[config.mk]
export PLATFORM = sky130hd
export DESIGN_NAME = power_on_strap_registers
export DESIGN_NICKNAME = d
export VERILOG_FILES = /design/src/include/strap_pkg.sv /design/src/hw/strap_sync.sv /design/src/hw/power_on_strap_registers.sv
export SDC_FILE = /design/constraint.sdc
export NUM_CORES = 1
export LEC_CHECK = 0
export BUFFER_PORTS_ARGS = -buffer_cell sky130_fd_sc_hd__buf_2
export CELL_PAD_IN_SITES_DETAIL_PLACEMENT = 0
export CELL_PAD_IN_SITES_GLOBAL_PLACEMENT = 1
export CORE_ASPECT_RATIO = 1.2
export CORE_MARGIN = 10
export CORE_UTILIZATION = 35
export CTS_BUF_LIST = sky130_fd_sc_hd__clkbuf_8
export DETAILED_ROUTE_END_ITERATION = 16
export PLACE_DENSITY = 0.74
export SLEW_MARGIN = 0
export SYNTH_ARGS = -nofsm -noshare
export SYNTH_HDL_FRONTEND = slang
export SYNTH_HIERARCHICAL = 1
export SYNTH_SLANG_ARGS = --single-unit
[constraint.sdc]
create_clock -name clk_i -period 1.45 [get_ports clk_i]
set_input_delay 0 -clock clk_i [delete_from_list [all_inputs] [get_ports clk_i]]
set_output_delay 0 -clock clk_i [all_outputs]
set_load 0.01 [all_outputs]
[src/include/strap_pkg.sv]
package strap_pkg;

    // index/data i/o port pair
    localparam logic [15:0] INDEX_PORT_ADDR = 16'h0022;
    localparam logic [15:0] DATA_PORT_ADDR = 16'h0023;

    // register indices behind the data port
    localparam logic [7:0] IDX_CAPTURE_ONE = 8'h4B;
    localparam logic [7:0] IDX_CAPTURE_TWO = 8'h4C;
    localparam logic [7:0] IDX_HOST_CLOCK = 8'h5F;

    // field positions
    localparam int CAP1_RSV_LSB = 2;
    localparam int CAP1_RSV_MSB = 5;
    localparam int CAP2_CORE_MULT_BIT = 7;
    localparam int CAP2_DOT_SRC_BIT = 4;
    localparam int CAP2_PCI_DIV_BIT = 1;
    localparam int HOST_CODE_LSB = 3;
    localparam int HOST_CODE_MSB = 7;

    // reserved bits read as this value
    localparam logic [7:0] REG_ZERO = 8'h00;
    localparam logic [7:0] INDEX_RESET = 8'h00;

    // host clock synthesizer codes, pin 3 strap in the msb
    localparam logic [4:0] HCODE_25 = 5'h00;
    localparam logic [4:0] HCODE_50 = 5'h01;
    localparam logic [4:0] HCODE_60 = 5'h02;
    localparam logic [4:0] HCODE_66 = 5'h03;
    localparam logic [4:0] HCODE_75 = 5'h09;
    localparam logic [4:0] HCODE_90 = 5'h13;
    localparam logic [4:0] HCODE_100 = 5'h19;

    // host clock frequencies in mhz
    localparam logic [7:0] MHZ_25 = 8'h19;
    localparam logic [7:0] MHZ_50 = 8'h32;
    localparam logic [7:0] MHZ_60 = 8'h3C;
    localparam logic [7:0] MHZ_66 = 8'h42;
    localparam logic [7:0] MHZ_75 = 8'h4B;
    localparam logic [7:0] MHZ_90 = 8'h5A;
    localparam logic [7:0] MHZ_100 = 8'h64;

    // strap pins as they arrive from the memory data bus
    typedef struct packed {
        logic [3:0] reserved_strap_pins;
        logic core_multiplier_strap;
        logic dot_clock_source_strap;
        logic pci_divisor_strap;
        logic [1:0] host_freq_strap_high;
        logic [2:0] host_freq_strap_low;
    } strap_pins_type;

    localparam int STRAP_PIN_WIDTH = $bits(strap_pins_type);

    // one i/o cycle on the index/data port
    typedef struct packed {
        logic [15:0] addr;
        logic wr;
        logic rd;
        logic [7:0] wdata;
    } io_req_type;

    typedef enum logic {
        PHASE_CAPTURE,
        PHASE_RUN
    } strap_phase_type;

endpackage

[src/hw/strap_sync.sv]
`timescale 1ns/1ps
module strap_sync #(
    parameter int WIDTH = 12
) (
    input wire logic clk_i,
    input wire logic [WIDTH-1:0] async_i,
    output logic [WIDTH-1:0] sync_o
);

    // refused at elaboration; a zero-wide bundle has nothing to carry
    if (WIDTH < 1) begin : g_bad_width
        $error("strap_sync: WIDTH must be at least 1");
    end

    // two flops per pin; no reset on purpose, so the pins are
    // already settled when the capture registers sample during reset
    genvar i;
    generate
        for (i = 0; i < WIDTH; i++) begin : g_bit
            logic meta_reg;
            logic stable_reg;
            always_ff @(posedge clk_i) begin
                meta_reg <= async_i[i];
                stable_reg <= meta_reg;
            end
            assign sync_o[i] = stable_reg;
        end
    endgenerate

endmodule

[src/hw/power_on_strap_registers.sv]
// How it works
// - capture one index 0x4B bits 5..2 hold reserved pins sampled at reset
// - capture two bit 7 holds core multiplier strap and sets core clock
// - dot clock source bit 0: dot clock pin is an input, clock external
// - dot clock source bit 1: pin driven from internal synthesizer output
// - software may write and read the dot clock source bit
// - bit 1 of capture two mirrors pci divisor strap on one variant only
// - host clock index 0x5F bits 7..3 hold pins 3,2,26,25,24; programs synthesizer
// - host codes map to 25,50,60,66,75,90,100 mhz
// - index written at port 0x22, data moved through port 0x23
// - reset values of the registers are the captured strap levels
// - core multiplier strap low selects x1, high selects x2
`timescale 1ns/1ps
module power_on_strap_registers
    import strap_pkg::*;
#(
    parameter bit HAS_CORE_MULT = 1'b1,
    parameter bit HAS_PCI_DIVISOR = 1'b0
) (
    input wire logic clk_i,
    input wire logic srst_i,
    // strap pins on the memory data bus
    input wire logic [3:0] reserved_strap_pins_i,
    input wire logic core_multiplier_strap_i,
    input wire logic dot_clock_source_strap_i,
    input wire logic pci_divisor_strap_i,
    input wire logic [1:0] host_freq_strap_high_i,
    input wire logic [2:0] host_freq_strap_low_i,
    // index/data i/o port
    input wire logic [15:0] io_addr_i,
    input wire logic io_wr_i,
    input wire logic io_rd_i,
    input wire logic [7:0] io_wdata_i,
    output logic [7:0] io_rdata_o,
    output logic io_rack_o,
    // dot clock pin and its internal source
    input wire logic synth_dot_clock_i,
    input wire logic dot_clock_i,
    output logic dot_clock_o,
    output logic dot_clock_oe_o,
    output logic dot_clock_ext_o,
    // configuration results
    output logic core_mult_x2_o,
    output logic pci_divisor_o,
    output logic [4:0] host_freq_code_o,
    output logic [7:0] host_freq_mhz_o,
    output logic host_freq_valid_o,
    output logic straps_valid_o
);

    // pin synchronisation: straps are board levels with no relation to
    // the core clock, so every pin crosses two flops before use
    strap_pins_type pins_raw;
    strap_pins_type pins_sync;
    logic [STRAP_PIN_WIDTH-1:0] pins_sync_bits;

    // field layout must match the pin bundle, or the images misalign
    localparam int HOST_CODE_WIDTH = HOST_CODE_MSB - HOST_CODE_LSB + 1;
    localparam int RSV_FIELD_WIDTH = CAP1_RSV_MSB - CAP1_RSV_LSB + 1;

    if (HOST_CODE_WIDTH != $bits(pins_raw.host_freq_strap_high)
            + $bits(pins_raw.host_freq_strap_low)) begin : g_bad_host_field
        $error("power_on_strap_registers: host code field width mismatch");
    end
    if (RSV_FIELD_WIDTH != $bits(pins_raw.reserved_strap_pins)) begin : g_bad_rsv_field
        $error("power_on_strap_registers: reserved field width mismatch");
    end

    // gather the pins so they cross in one bundle
    assign pins_raw.reserved_strap_pins = reserved_strap_pins_i;
    assign pins_raw.core_multiplier_strap = core_multiplier_strap_i;
    assign pins_raw.dot_clock_source_strap = dot_clock_source_strap_i;
    assign pins_raw.pci_divisor_strap = pci_divisor_strap_i;
    assign pins_raw.host_freq_strap_high = host_freq_strap_high_i;
    assign pins_raw.host_freq_strap_low = host_freq_strap_low_i;

    // one synchroniser instance serves the whole bundle
    strap_sync #(
        .WIDTH(STRAP_PIN_WIDTH)
    ) u_strap_sync (
        .clk_i(clk_i),
        .async_i(pins_raw),
        .sync_o(pins_sync_bits)
    );

    // the flops carry bare bits; restore the field view here
    assign pins_sync = strap_pins_type'(pins_sync_bits);

    // capture phase: one state flop tells the pin driver and straps_valid_o
    // that the captures have been frozen

    strap_phase_type phase_reg;
    strap_phase_type phase_next;

    // capture phase holds through reset and one cycle past release, then run for good
    always_comb begin
        case (phase_reg)
            PHASE_CAPTURE: phase_next = PHASE_RUN;
            PHASE_RUN: phase_next = PHASE_RUN;
            default: phase_next = PHASE_CAPTURE;
        endcase
    end

    // only reset forces capture; nothing else can reopen it
    always_ff @(posedge clk_i) begin
        if (srst_i) begin
            phase_reg <= PHASE_CAPTURE;
        end else begin
            phase_reg <= phase_next;
        end
    end

    // high from the second cycle after release until the next reset
    assign straps_valid_o = (phase_reg == PHASE_RUN);

    // captured strap state; all but dot_src_reg have no run-time write path,
    // which is what keeps them stable until the next reset

    logic [3:0] cap_reserved_reg;
    logic cap_core_mult_reg;
    logic cap_pci_div_reg;
    logic [4:0] cap_host_code_reg;
    logic dot_src_reg;
    logic dot_src_next;

    // sampled every cycle of reset; the last sample before release
    // sticks, so reset must outlast the two synchroniser flops
    always_ff @(posedge clk_i) begin
        if (srst_i) begin
            cap_reserved_reg <= pins_sync.reserved_strap_pins;
            cap_core_mult_reg <= pins_sync.core_multiplier_strap;
            cap_pci_div_reg <= pins_sync.pci_divisor_strap;
            cap_host_code_reg <= {pins_sync.host_freq_strap_high,
                                  pins_sync.host_freq_strap_low};
        end
    end

    // index/data port decode: two addresses reach every register, the
    // stored index picks which one the data port talks to

    io_req_type io_req;
    logic [7:0] index_reg;
    logic [7:0] index_next;
    logic [7:0] rdata_reg;
    logic [7:0] rdata_next;
    logic rack_reg;

    // bus inputs share the core clock, so no synchroniser here
    assign io_req.addr = io_addr_i;
    assign io_req.wr = io_wr_i;
    assign io_req.rd = io_rd_i;
    assign io_req.wdata = io_wdata_i;

    // port hits, then which register the stored index names
    wire hit_index = (io_req.addr == INDEX_PORT_ADDR);
    wire hit_data = (io_req.addr == DATA_PORT_ADDR);
    wire sel_one = (index_reg == IDX_CAPTURE_ONE);
    wire sel_two = (index_reg == IDX_CAPTURE_TWO);
    wire sel_host = (index_reg == IDX_HOST_CLOCK);
    // qualified strobes; other addresses belong to other devices
    wire index_wr = hit_index && io_req.wr;
    wire data_wr = hit_data && io_req.wr;
    wire port_rd = (hit_index || hit_data) && io_req.rd;

    // index port remembers the last index written
    assign index_next = index_wr ? io_req.wdata : index_reg;

    // index resets to zero, which names no register and reads 0
    always_ff @(posedge clk_i) begin
        if (srst_i) begin
            index_reg <= INDEX_RESET;
        end else begin
            index_reg <= index_next;
        end
    end

    // only the dot clock source bit takes data; every other bit of
    // every register ignores the write and keeps its capture
    assign dot_src_next = (data_wr && sel_two) ?
        io_req.wdata[CAP2_DOT_SRC_BIT] : dot_src_reg;

    always_ff @(posedge clk_i) begin
        if (srst_i) begin
            dot_src_reg <= pins_sync.dot_clock_source_strap;
        end else begin
            dot_src_next_hold: dot_src_reg <= dot_src_next;
        end
    end

    // register images: reserved bits read as zero, and the variant
    // parameters decide which optional bits are populated

    logic [7:0] img_one;
    logic [7:0] img_two;
    logic [7:0] img_host;

    // capture one: only the reserved pin field is populated
    always_comb begin
        img_one = REG_ZERO;
        img_one[CAP1_RSV_MSB:CAP1_RSV_LSB] = cap_reserved_reg;
    end

    // capture two: multiplier and pci bits depend on the variant
    always_comb begin
        img_two = REG_ZERO;
        img_two[CAP2_CORE_MULT_BIT] = HAS_CORE_MULT & cap_core_mult_reg;
        img_two[CAP2_DOT_SRC_BIT] = dot_src_reg;
        img_two[CAP2_PCI_DIV_BIT] = HAS_PCI_DIVISOR & cap_pci_div_reg;
    end

    // host clock: code in 7..3, low bits reserved
    always_comb begin
        img_host = REG_ZERO;
        img_host[HOST_CODE_MSB:HOST_CODE_LSB] = cap_host_code_reg;
    end

    // the index port reads back too, so software can save it
    // read mux; an unknown index reads zero rather than bus junk
    always_comb begin
        rdata_next = REG_ZERO;
        if (hit_index) begin
            rdata_next = index_reg;
        end else if (sel_one) begin
            rdata_next = img_one;
        end else if (sel_two) begin
            rdata_next = img_two;
        end else if (sel_host) begin
            rdata_next = img_host;
        end
    end

    // read data lands one cycle after the read strobe
    always_ff @(posedge clk_i) begin
        if (srst_i) begin
            rdata_reg <= REG_ZERO;
            rack_reg <= 1'b0;
        end else begin
            rack_reg <= port_rd;
            if (port_rd) begin
                rdata_reg <= rdata_next;
            end
        end
    end

    assign io_rdata_o = rdata_reg;
    assign io_rack_o = rack_reg;

    // dot clock pin direction: the source bit, captured or written,
    // decides who owns the pin

    // the pin is only driven once capture is over, so a board that
    // strapped it as an input never sees contention during reset
    assign dot_clock_oe_o = dot_src_reg && straps_valid_o;
    // synthesizer clock passes straight through; a flop would halve it
    assign dot_clock_o = dot_src_reg ? synth_dot_clock_i : 1'b0;
    // the inbound path is gated so a driven pin never loops back
    assign dot_clock_ext_o = dot_src_reg ? 1'b0 : dot_clock_i;

    // core multiplier and pci divisor; an absent feature reads 0
    // whatever the board strapped, so software sees a fixed value

    assign core_mult_x2_o = HAS_CORE_MULT & cap_core_mult_reg;
    assign pci_divisor_o = HAS_PCI_DIVISOR & cap_pci_div_reg;

    // host clock synthesizer programming from the frozen code
    // pin 3 strap is the msb of the code, pin 24 strap the lsb
    logic [7:0] host_mhz;
    logic host_known;
    logic [7:0] host_mhz_reg;
    logic host_known_reg;

    // codes outside the table leave the frequency unknown
    // unlisted codes are still captured and visible in the register
    always_comb begin
        host_known = 1'b1;
        case (cap_host_code_reg)
            HCODE_25: host_mhz = MHZ_25;
            HCODE_50: host_mhz = MHZ_50;
            HCODE_60: host_mhz = MHZ_60;
            HCODE_66: host_mhz = MHZ_66;
            HCODE_75: host_mhz = MHZ_75;
            HCODE_90: host_mhz = MHZ_90;
            HCODE_100: host_mhz = MHZ_100;
            default: begin
                host_mhz = REG_ZERO;
                host_known = 1'b0;
            end
        endcase
    end

    // decode registered so the frequency output comes from a flop;
    // the code is frozen at release, so the extra cycle is unseen
    always_ff @(posedge clk_i) begin
        host_mhz_reg <= host_mhz;
        host_known_reg <= host_known;
    end

    assign host_freq_code_o = cap_host_code_reg;
    assign host_freq_mhz_o = host_mhz_reg;
    assign host_freq_valid_o = host_known_reg && straps_valid_o;

endmodule

==> Word level (Yosys, flattened, before mapping) <==
Index checks and enable logic that the tools add are counted.
{ "op_classes": {"eq_ne": 11, "n_mux": 11, "n_reduce_logical": 10} }
{ "op_table": {"columns": ["cell", "count"], "rows": [
  ["one-hot mux 7 bit (7 select lines)", 1],
  ["equality test 16 x 6 -> 1 bit (second input constant)", 2],
  ["two-way mux 8 bit", 4],
  ["equality test 8 x 7 -> 1 bit (second input constant)", 3],
  ["equality test 5 x 2 -> 1 bit (second input constant)", 2],
  ["equality test 5 bit (second input constant)", 2],
  ["OR reduction 7 bit", 1],
  ["logical AND 1 bit", 6],
  ["two-way mux 1 bit", 6],
  ["equality test 5 x 1 -> 1 bit (second input constant)", 1],
  ["equality test 5 x 4 -> 1 bit (second input constant)", 1],
  ["logical NOT 5 bit", 1],
  ["nonzero test 2 bit", 1],
  ["logical OR 1 bit", 1]
]} }
{ "totals": {"reg_bits": 60, "in_bits": 42, "out_inout_bits": 29, "elab_cells": 64} }

==> Logic depth before layout (Yosys ltp) <==
Gate-level depths: netlist of run 1.
{ "logic_depth": {"depth_word": 5, "ltp_mapped": 7, "ltp_nobuf": 5} }

==> Hierarchy <==
Netlist of run 1, hierarchy kept.
{ "by_module_without_submodules": {"columns": ["mod", "instances", "cells_each", "area_each_um2", "seq_area_each_um2"], "rows": [
  ["power_on_strap_registers", 1, 166, 1629.1, 850.8],
  ["strap_sync", 1, 36, 570.5, 480.5]
]} }

==> Worst setup path after synthesis of run 1 <==
OpenSTA, ideal clock, no wires.
{ "synth_timing": {"path_type": "flip-flop to flip-flop", "from": "reg cap_host_code_reg[1] (netlist: host_freq_code_o[1])", "to": "reg host_mhz_reg[3] (netlist: host_freq_mhz_o[3])", "setup_time_ns": 0.091, "arrival_time_ns": 1.338, "t_required_ns": 1.359, "path_slack_ns": 0.021, "path_stages_with_launch": 4, "n_path_buf": 1, "synth_period_minus_slack_ns": 1.429, "cell_sequence": "edfxtp_1 > clkbuf_1 > or3b_2 > a311oi_1"} }
{ "synth_between": {"elab_chain_cells": 2, "elab_cells_between_ends": 8, "cone_classes": "eq/ne (6); mux (1); reduce/logical (1)"} }
{ "synth_rtl": {"columns": ["item", "line_no", "rtl"], "rows": [
  ["start, declared", "power_on_strap_registers.sv:122", "logic [4:0] cap_host_code_reg;"],
  ["start signal, assigned", "power_on_strap_registers.sv:133", "cap_host_code_reg <= {pins_sync.host_freq_strap_high,"],
  ["equality test 5 bit (tied with other cells)", "power_on_strap_registers.sv:276", "case (cap_host_code_reg)"],
  ["one-hot mux 7 bit (7 select lines) *", "power_on_strap_registers.sv:276", null],
  ["net host_mhz[3]", "power_on_strap_registers.sv:267", "logic [7:0] host_mhz;"],
  ["end signal, assigned", "power_on_strap_registers.sv:294", "host_mhz_reg <= host_mhz;"],
  ["end, declared", "power_on_strap_registers.sv:269", "logic [7:0] host_mhz_reg;"]
]} }
Mark *: on every way through the listed nets, which the timed path passes. The rest lies on a longest branch.
A chain may end at the register's enable or synchronous reset.

==> Worst setup path after layout of run 1 <==
{ "layout_timing": {"from": "reg index_reg[7]", "to": "reg rdata_reg[2] (netlist: io_rdata_o[2])"} }
{ "layout_between": {"elab_chain_cells": 4, "elab_cells_between_ends": 5, "cone_classes": "eq/ne (2); mux (3)"} }
{ "layout_rtl": {"columns": ["item", "line_no", "rtl"], "rows": [
  ["start, declared", "power_on_strap_registers.sv:142", "logic [7:0] index_reg;"],
  ["start signal, assigned", "power_on_strap_registers.sv:173", "index_reg <= index_next;"],
  ["equality test 8 x 7 -> 1 bit", "power_on_strap_registers.sv:158", "wire sel_two = (index_reg == IDX_CAPTURE_TWO);"],
  ["two-way mux 8 bit", "power_on_strap_registers.sv:225", "end else if (sel_two) begin"],
  ["two-way mux 8 bit *", "power_on_strap_registers.sv:223", "end else if (sel_one) begin"],
  ["two-way mux 8 bit *", "power_on_strap_registers.sv:221", "if (hit_index) begin"],
  ["end signal, assigned", "power_on_strap_registers.sv:240", "rdata_reg <= rdata_next;"],
  ["end, declared", "power_on_strap_registers.sv:144", "logic [7:0] rdata_reg;"]
]} }
Mark *: on every way between the ends. The rest lies on a longest branch, timed or not.

==> impl_metrics.py, run 1 <==
metrics = {
    "outcome": {
        "status": "complete, no violations",
    },
    "global_route": {
        "antenna_found_initial": 0,
        "grt_max_degree": 16,
        "gr-total-overflow": 0,
        "grt_usage_pct": 10.32,
        "grt_pass1_wl_mm": 8.093,
        "grt_pass1_vias": 1755,
    },
    "timing": {
        "skew_ns": 0.007623,
        "setup_violations": 0,
        "slew_viol_final": 0,
        "clock.fmax_ghz": 0.7233,
        "rsz0062_at_grt": "false",
        "fin_tns_setup_ns": 0,
        "finalCriticalPeriod_ns": 1.383,
        "final.period_utilization_pct": 95.35,
        "hold_viol": 0,
    },
    "setup_path": {
        "critPathMaxFanout": 3,
        "path_cells": "and4bb_2 > nand3_1 > nor2_1 > a32oi_1 > a211oi_2",
        "crit_arrival_ns": 1.64,
        "required_ns": 1.71,
        "crit_slowest_cell": "and4bb_2",
        "crit_type": "reg -> reg",
        "end_kind": "register",
        "slowest_delay_ns": 0.32,
        "startpoint_type": "register",
    },
    "die": {
        "start_util_pct": 35.80,
        "std_cell_rows": 31,
        "die-area_mm2": 0.009698,
        "io_pins": 71,
        "die_h_um": 105.9,
        "die_x_um": 91.58,
        "core_region_area_mm2": 0.006012,
    },
    "power": {
        "seqPwrFrac_pct": 48.9,
        "switchingPower_w": 0.0007538,
        "ir_worst_vdd_v": 0.001077,
        "swShare_pct": 21.02,
        "p_clk_share_pct": 44.4,
        "power_frac_comb_pct": 6.6,
        "leakagePower_nw": 1.273,
        "p_per_area_mw_per_mm2": 1201,
        "p_int_w": 0.002832,
    },
    "final_layout": {
        "final_area_mm2": 0.002987,
        "syn2layout_area_growth_pct": 38.78,
        "fill_cells": 577,
        "drive_gt1_share_pct": 37.97,
        "antenna_cells": 0,
        "finish.utilization_pct": 49.68,
        "fin_nets": 332,
    },
    "route": {
        "ant_nets": 0,
        "vias": 1647,
        "via_per_inst": 4.369,
        "wire_per_inst_um": 13.01,
        "remaining_drc_errors": 0,
        "firstDrtPassIters": 4,
        "wl_mm": 4.903,
        "drt_iter0_markers": 74,
    },
    "place": {
        "io_buffers": 67,
        "gp_routability_congestion": 0.8298,
        "dp_hpwl_mm": 3.689,
        "placed_cell_area_mm2": 0.002554,
    },
    "clock_tree": {
        "cts_inserted_buffers": 9,
        "cts_tree": "done",
        "cts.clk_slew.worst_paths_ns": 0.07,
        "cts-root-buf": "clkbuf_8",
        "cts.sinks": 59,
        "clockBufferDepth": 2,
        "insertion_delay_ns": 0.34,
        "cts-htree-levels": 3,
    },
    "hold_path": {
        "hp-class": "in -> reg",
    },
    "synth": {
        "synthCells": 199,
        "synth_area_mm2": 0.002152,
        "ys.warnings.count": 6,
        "avgSynthCellArea_um2": 10.81,
    },
    "run": {
        "cap_violations": 0,
    },
}
-- power by group through the flow --
| stage | Sequential [W] | Clock (W) | Combinational, W |
|---|---|---|---|
| 2_1_floorplan | 0.00180 | 0 | 0.0000990 |
| 6_report | 0.00175 | 0.00159 | 0.000238 |
| 3_3_place_gp | 0.00179 | 0 | 0.000195 |
| 3_5_place_dp | 0.00179 | 0 | 0.000197 |
| 4_1_cts | 0.00175 | 0.00164 | 0.000241 |
| 5_1_grt | 0.00176 | 0.00172 | 0.000263 |
-- cell type report --
class | instances | area [um2] | share of cell area, %
clock buffers | 9 | 123.9 | 4.147
clock inverters | 7 | 93.84 | 3.142
inverters | 1 | 3.754 | 0.1257
multi-input cells | 116 | 713.2 | 23.88
flip-flops and latches | 59 | 1291 | 43.23
well taps | 82 | 102.6 | 3.435
repair buffers | 103 | 658.1 | 22.04
-- placed cells by master, fill, tap and decap left out, types with 2 or more instances in the layout --
| master | n |
|---|---|
| nand2_1 | 24 |
| a21oi_2 | 8 |
| dlygate4sd3_1 | 21 |
| clkinv_4 | 2 |
| clkbuf_8 | 9 |
| nor2_1 | 15 |
| o21ai_0 | 3 |
| nor2b_1 | 4 |
| a211oi_1 | 3 |
| nor3_1 | 7 |
| a22o_1 | 2 |
| buf_2 | 67 |
| xnor2_1 | 2 |
| and2_1 | 5 |
| nand3b_1 | 5 |
| edfxtp_1 | 11 |
| inv_1 | 2 |
| buf_4 | 15 |
| and3_1 | 3 |
| nand3_1 | 3 |
| dfxtp_1 | 48 |
| conb_1 | 2 |
| nor4_1 | 3 |
| a21oi_1 | 6 |
| a221oi_1 | 2 |
| bufinv_16 | 2 |
-- stage by stage --
stage / cells / hold WS [ns] / total power [W] / worst slack, ns
3_3_place_gp: 340 / 0.1030 / 0.001984 / 0.03374
5_1_grt: 377 / 0.05718 / 0.003743 / 0.01438
4_1_cts: 377 / 0.01166 / 0.003634 / 0.06782
6_report: 377 / 0.01649 / 0.003586 / 0.06745
2_1_floorplan: 200 / 0.02772 / 0.001895 / 0.02138
3_5_place_dp: 340 / 0.1036 / 0.001988 / 0.01061
-- routing by layer --
layer	vias to the layer above	GRT usage (%)	routed length, um	share of wire (%)
met2	50	17.65	2434	50
li1	860	-	-	-
met1	725	10.59	2052	42
met5	-	0	0	0
met4	0	5.717	116	2.4
met3	12	4.011	299	6.1
-- final timing paths --
kind / to / slack, ns / cells past startpoint / startpoint
max: io_rdata_o[2]$_SDFFE_PP0P_ / 0.07 / 5 / index_reg[7]$_SDFFE_PP0P_
max reg2reg: io_rdata_o[2]$_SDFFE_PP0P_ / 0.07 / 5 / index_reg[7]$_SDFFE_PP0P_
min reg2reg: u_strap_sync/g_bit[8].stable_reg$_DFF_P_ / 0.33 / 0 / u_strap_sync/g_bit[8].meta_reg$_DFF_P_
min: io_rdata_o[1]$_SDFFE_PP0P_ / 0.02 / 3 / io_addr_i[0]
-- critical path, delay by kind of cell (launching register included) --
family	cells	cell delay, ns
and+or+nand+nor	3	0.60
AOI/OAI and AO/OA	2	0.39
DFF	1	0.31
-- timing repair --
item                       in CTS  in global routing
hold endpoints to repair       24                  0
setup buffers                   0                  0
setup endpoints to repair       0                  1
hold buffers                   21                  0
resized for setup               0                  1
Note: power is estimated with default switching activity, not from simulation.
==> run 2, diff against run 1 <==
- clock period: 1.45 -> 1.6 ns (I/O delays scaled with it)
==> impl_metrics.py, run 2 (synthesized netlist as in run 1, its figures left out) <==
metrics = {
    "power": {
        "p_per_area_mw_per_mm2": 1121,
        "ir_worst_vdd_v": 0.0006623,
        "leakagePower_nw": 1.237,
    },
    "place": {
        "gp_routability_congestion": 0.8415,
        "dp_hpwl_mm": 3.567,
        "io_buffers": 67,
    },
    "clock_tree": {
        "clockBufferDepth": 2,
        "cts.sinks": 59,
        "cts-htree-levels": 3,
        "cts.clk_slew.worst_paths_ns": 0.07,
        "cts_tree": "done",
        "cts_setup_buffers": 0,
        "insertion_delay_ns": 0.34,
        "cts-root-buf": "clkbuf_8",
        "cts_inserted_buffers": 9,
    },
    "route": {
        "drt_iter0_markers": 52,
        "wl_mm": 4.633,
        "ant_nets": 0,
        "wire_per_inst_um": 12.52,
        "vias": 1604,
        "firstDrtPassIters": 4,
        "via_per_inst": 4.335,
        "remaining_drc_errors": 0,
    },
    "die": {
        "die_x_um": 91.58,
        "core_region_area_mm2": 0.006012,
        "io_pins": 71,
        "die_h_um": 105.9,
        "std_cell_rows": 31,
        "die-area_mm2": 0.009698,
        "start_util_pct": 35.80,
    },
    "global_route": {
        "grt_pass1_wl_mm": 7.748,
        "grt_usage_pct": 10.00,
        "gr-total-overflow": 0,
        "grt_pass1_vias": 1681,
        "grt_max_degree": 16,
        "antenna_found_initial": 0,
    },
    "final_layout": {
        "drive_gt1_share_pct": 36.81,
        "syn2layout_area_growth_pct": 36.22,
        "final_common_cell": "buf_2",
        "antenna_cells": 0,
        "layout_common_cells": "buf_2 (67), dfxtp_1 (48), nand2_1 (24)",
        "fin_nets": 325,
    },
    "setup_path": {
        "reg2reg_setup_slack_ns": 0.24,
        "startpoint_type": "register",
        "crit_arrival_ns": 1.42,
        "required_ns": 1.65,
        "end_kind": "register",
        "critPathMaxFanout": 3,
        "rr_worst_depth": 4,
        "r2r-start": "index_reg[5]$_SDFFE_PP0P_",
        "reg2reg_to": "dot_src_reg$_DFFE_PP_",
        "crit_type": "reg -> reg",
    },
    "timing": {
        "final.period_utilization_pct": 85.25,
        "skew_ns": 0.007296,
        "finalCriticalPeriod_ns": 1.364,
        "hold_viol": 2,
        "clock.fmax_ghz": 0.7332,
        "hold_ws_ns": -0.0004743,
        "setup_violations": 0,
        "rsz0062_at_grt": "false",
        "fin_tns_setup_ns": 0,
        "slew_viol_final": 0,
    },
    "run": {
        "cap_violations": 0,
    },
    "hold_path": {
        "hp-start": "srst_i",
        "hp-class": "in -> reg",
        "holdPathStages": 1,
        "min_to": "host_freq_code_o[4]$_DFFE_PP_",
    },
    "outcome": {
        "status": "finished with violations",
        "violations": "negative hold slack",
    },
}
[run 2: cell count changes in the layout (fill, tap and decap cells not counted)]
cell / delta
nor3_2: -1
buf_4: -6
dlygate4sd3_1: -1
nor3_1: +1
clkinv_4: -2
inv_1: -1
inv_6: +3
[run 2: timing repair]
item / 4_1_cts / 5_1_grt
resized for setup: 0 / 0
hold buffers: 20 / 0
endpoints found under the setup margin: 0 / 0
hold endpoints to repair: 22 / 0
[run 2: final cells by class]
type / instances / area, um2
repair buffers: 96 / 603.1
flip-flops and latches: 59 / 1291
fillers: 579 / 3080
multi-input cells: 116 / 708.2
clock buffers: 9 / 123.9
inverters: 1 / 3.754
clock inverters: 7 / 98.84
well taps: 82 / 102.6
[run 2: worst max-delay path, cell delays in order (launching register included)]
cell and delay (ns):
dfxtp_1 0.33, and4bb_2 0.33, nand2_1 0.10, nor2_1 0.13
a41o_1 0.19
[run 2: worst max-delay path by stage]
stage	end	depth (start not counted)	start
after detailed placement	io_rdata_o[5]$_SDFFE_PP0P_	6	io_addr_i[10]
after CTS	dot_src_reg$_DFFE_PP_	4	index_reg[5]$_SDFFE_PP0P_
after global placement	io_rdata_o[3]$_SDFFE_PP0P_	6	io_addr_i[9]
after floorplan	host_freq_mhz_o[3]$_DFF_P_	3	host_freq_code_o[1]$_DFFE_PP_
after global routing	io_rdata_o[3]$_SDFFE_PP0P_	4	index_reg[4]$_SDFFE_PP0P_
final	dot_src_reg$_DFFE_PP_	4	index_reg[5]$_SDFFE_PP0P_
[run 2: power breakdown]
group / total (W) / internal [W] / switching (W)
clock network: 0.00149 / 0.000889 / 0.000598
registers: 0.00159 / 0.00157 / 0.0000197
logic: 0.000208 / 0.000119 / 0.0000889
[run 2: layer usage]
| layer | global-route usage, % | vias to the layer above | routed length [um] |
|---|---|---|---|
| met3 | 4.152 | 7 | 279 |
| met5 | 0 | - | 0 |
| li1 | - | 845 | - |
| met2 | 17.29 | 42 | 2334 |
| met1 | 10.14 | 710 | 1929 |
| met4 | 5.045 | 0 | 90 |
[run 2: through the flow]
step           instances  cell area, um2  total power [W]  utilization, %  worst slack [ns]
2_1_floorplan        200            2156         0.001717               -            0.1714
3_3_place_gp         334            2509         0.001795           41.73            0.1215
3_5_place_dp         334            2509         0.001799           41.73           0.07568
4_1_cts              370            2932         0.003329           48.76            0.2381
5_1_grt              370            2932         0.003439           48.76            0.1489
6_report             370            2932         0.003286           48.76            0.2360
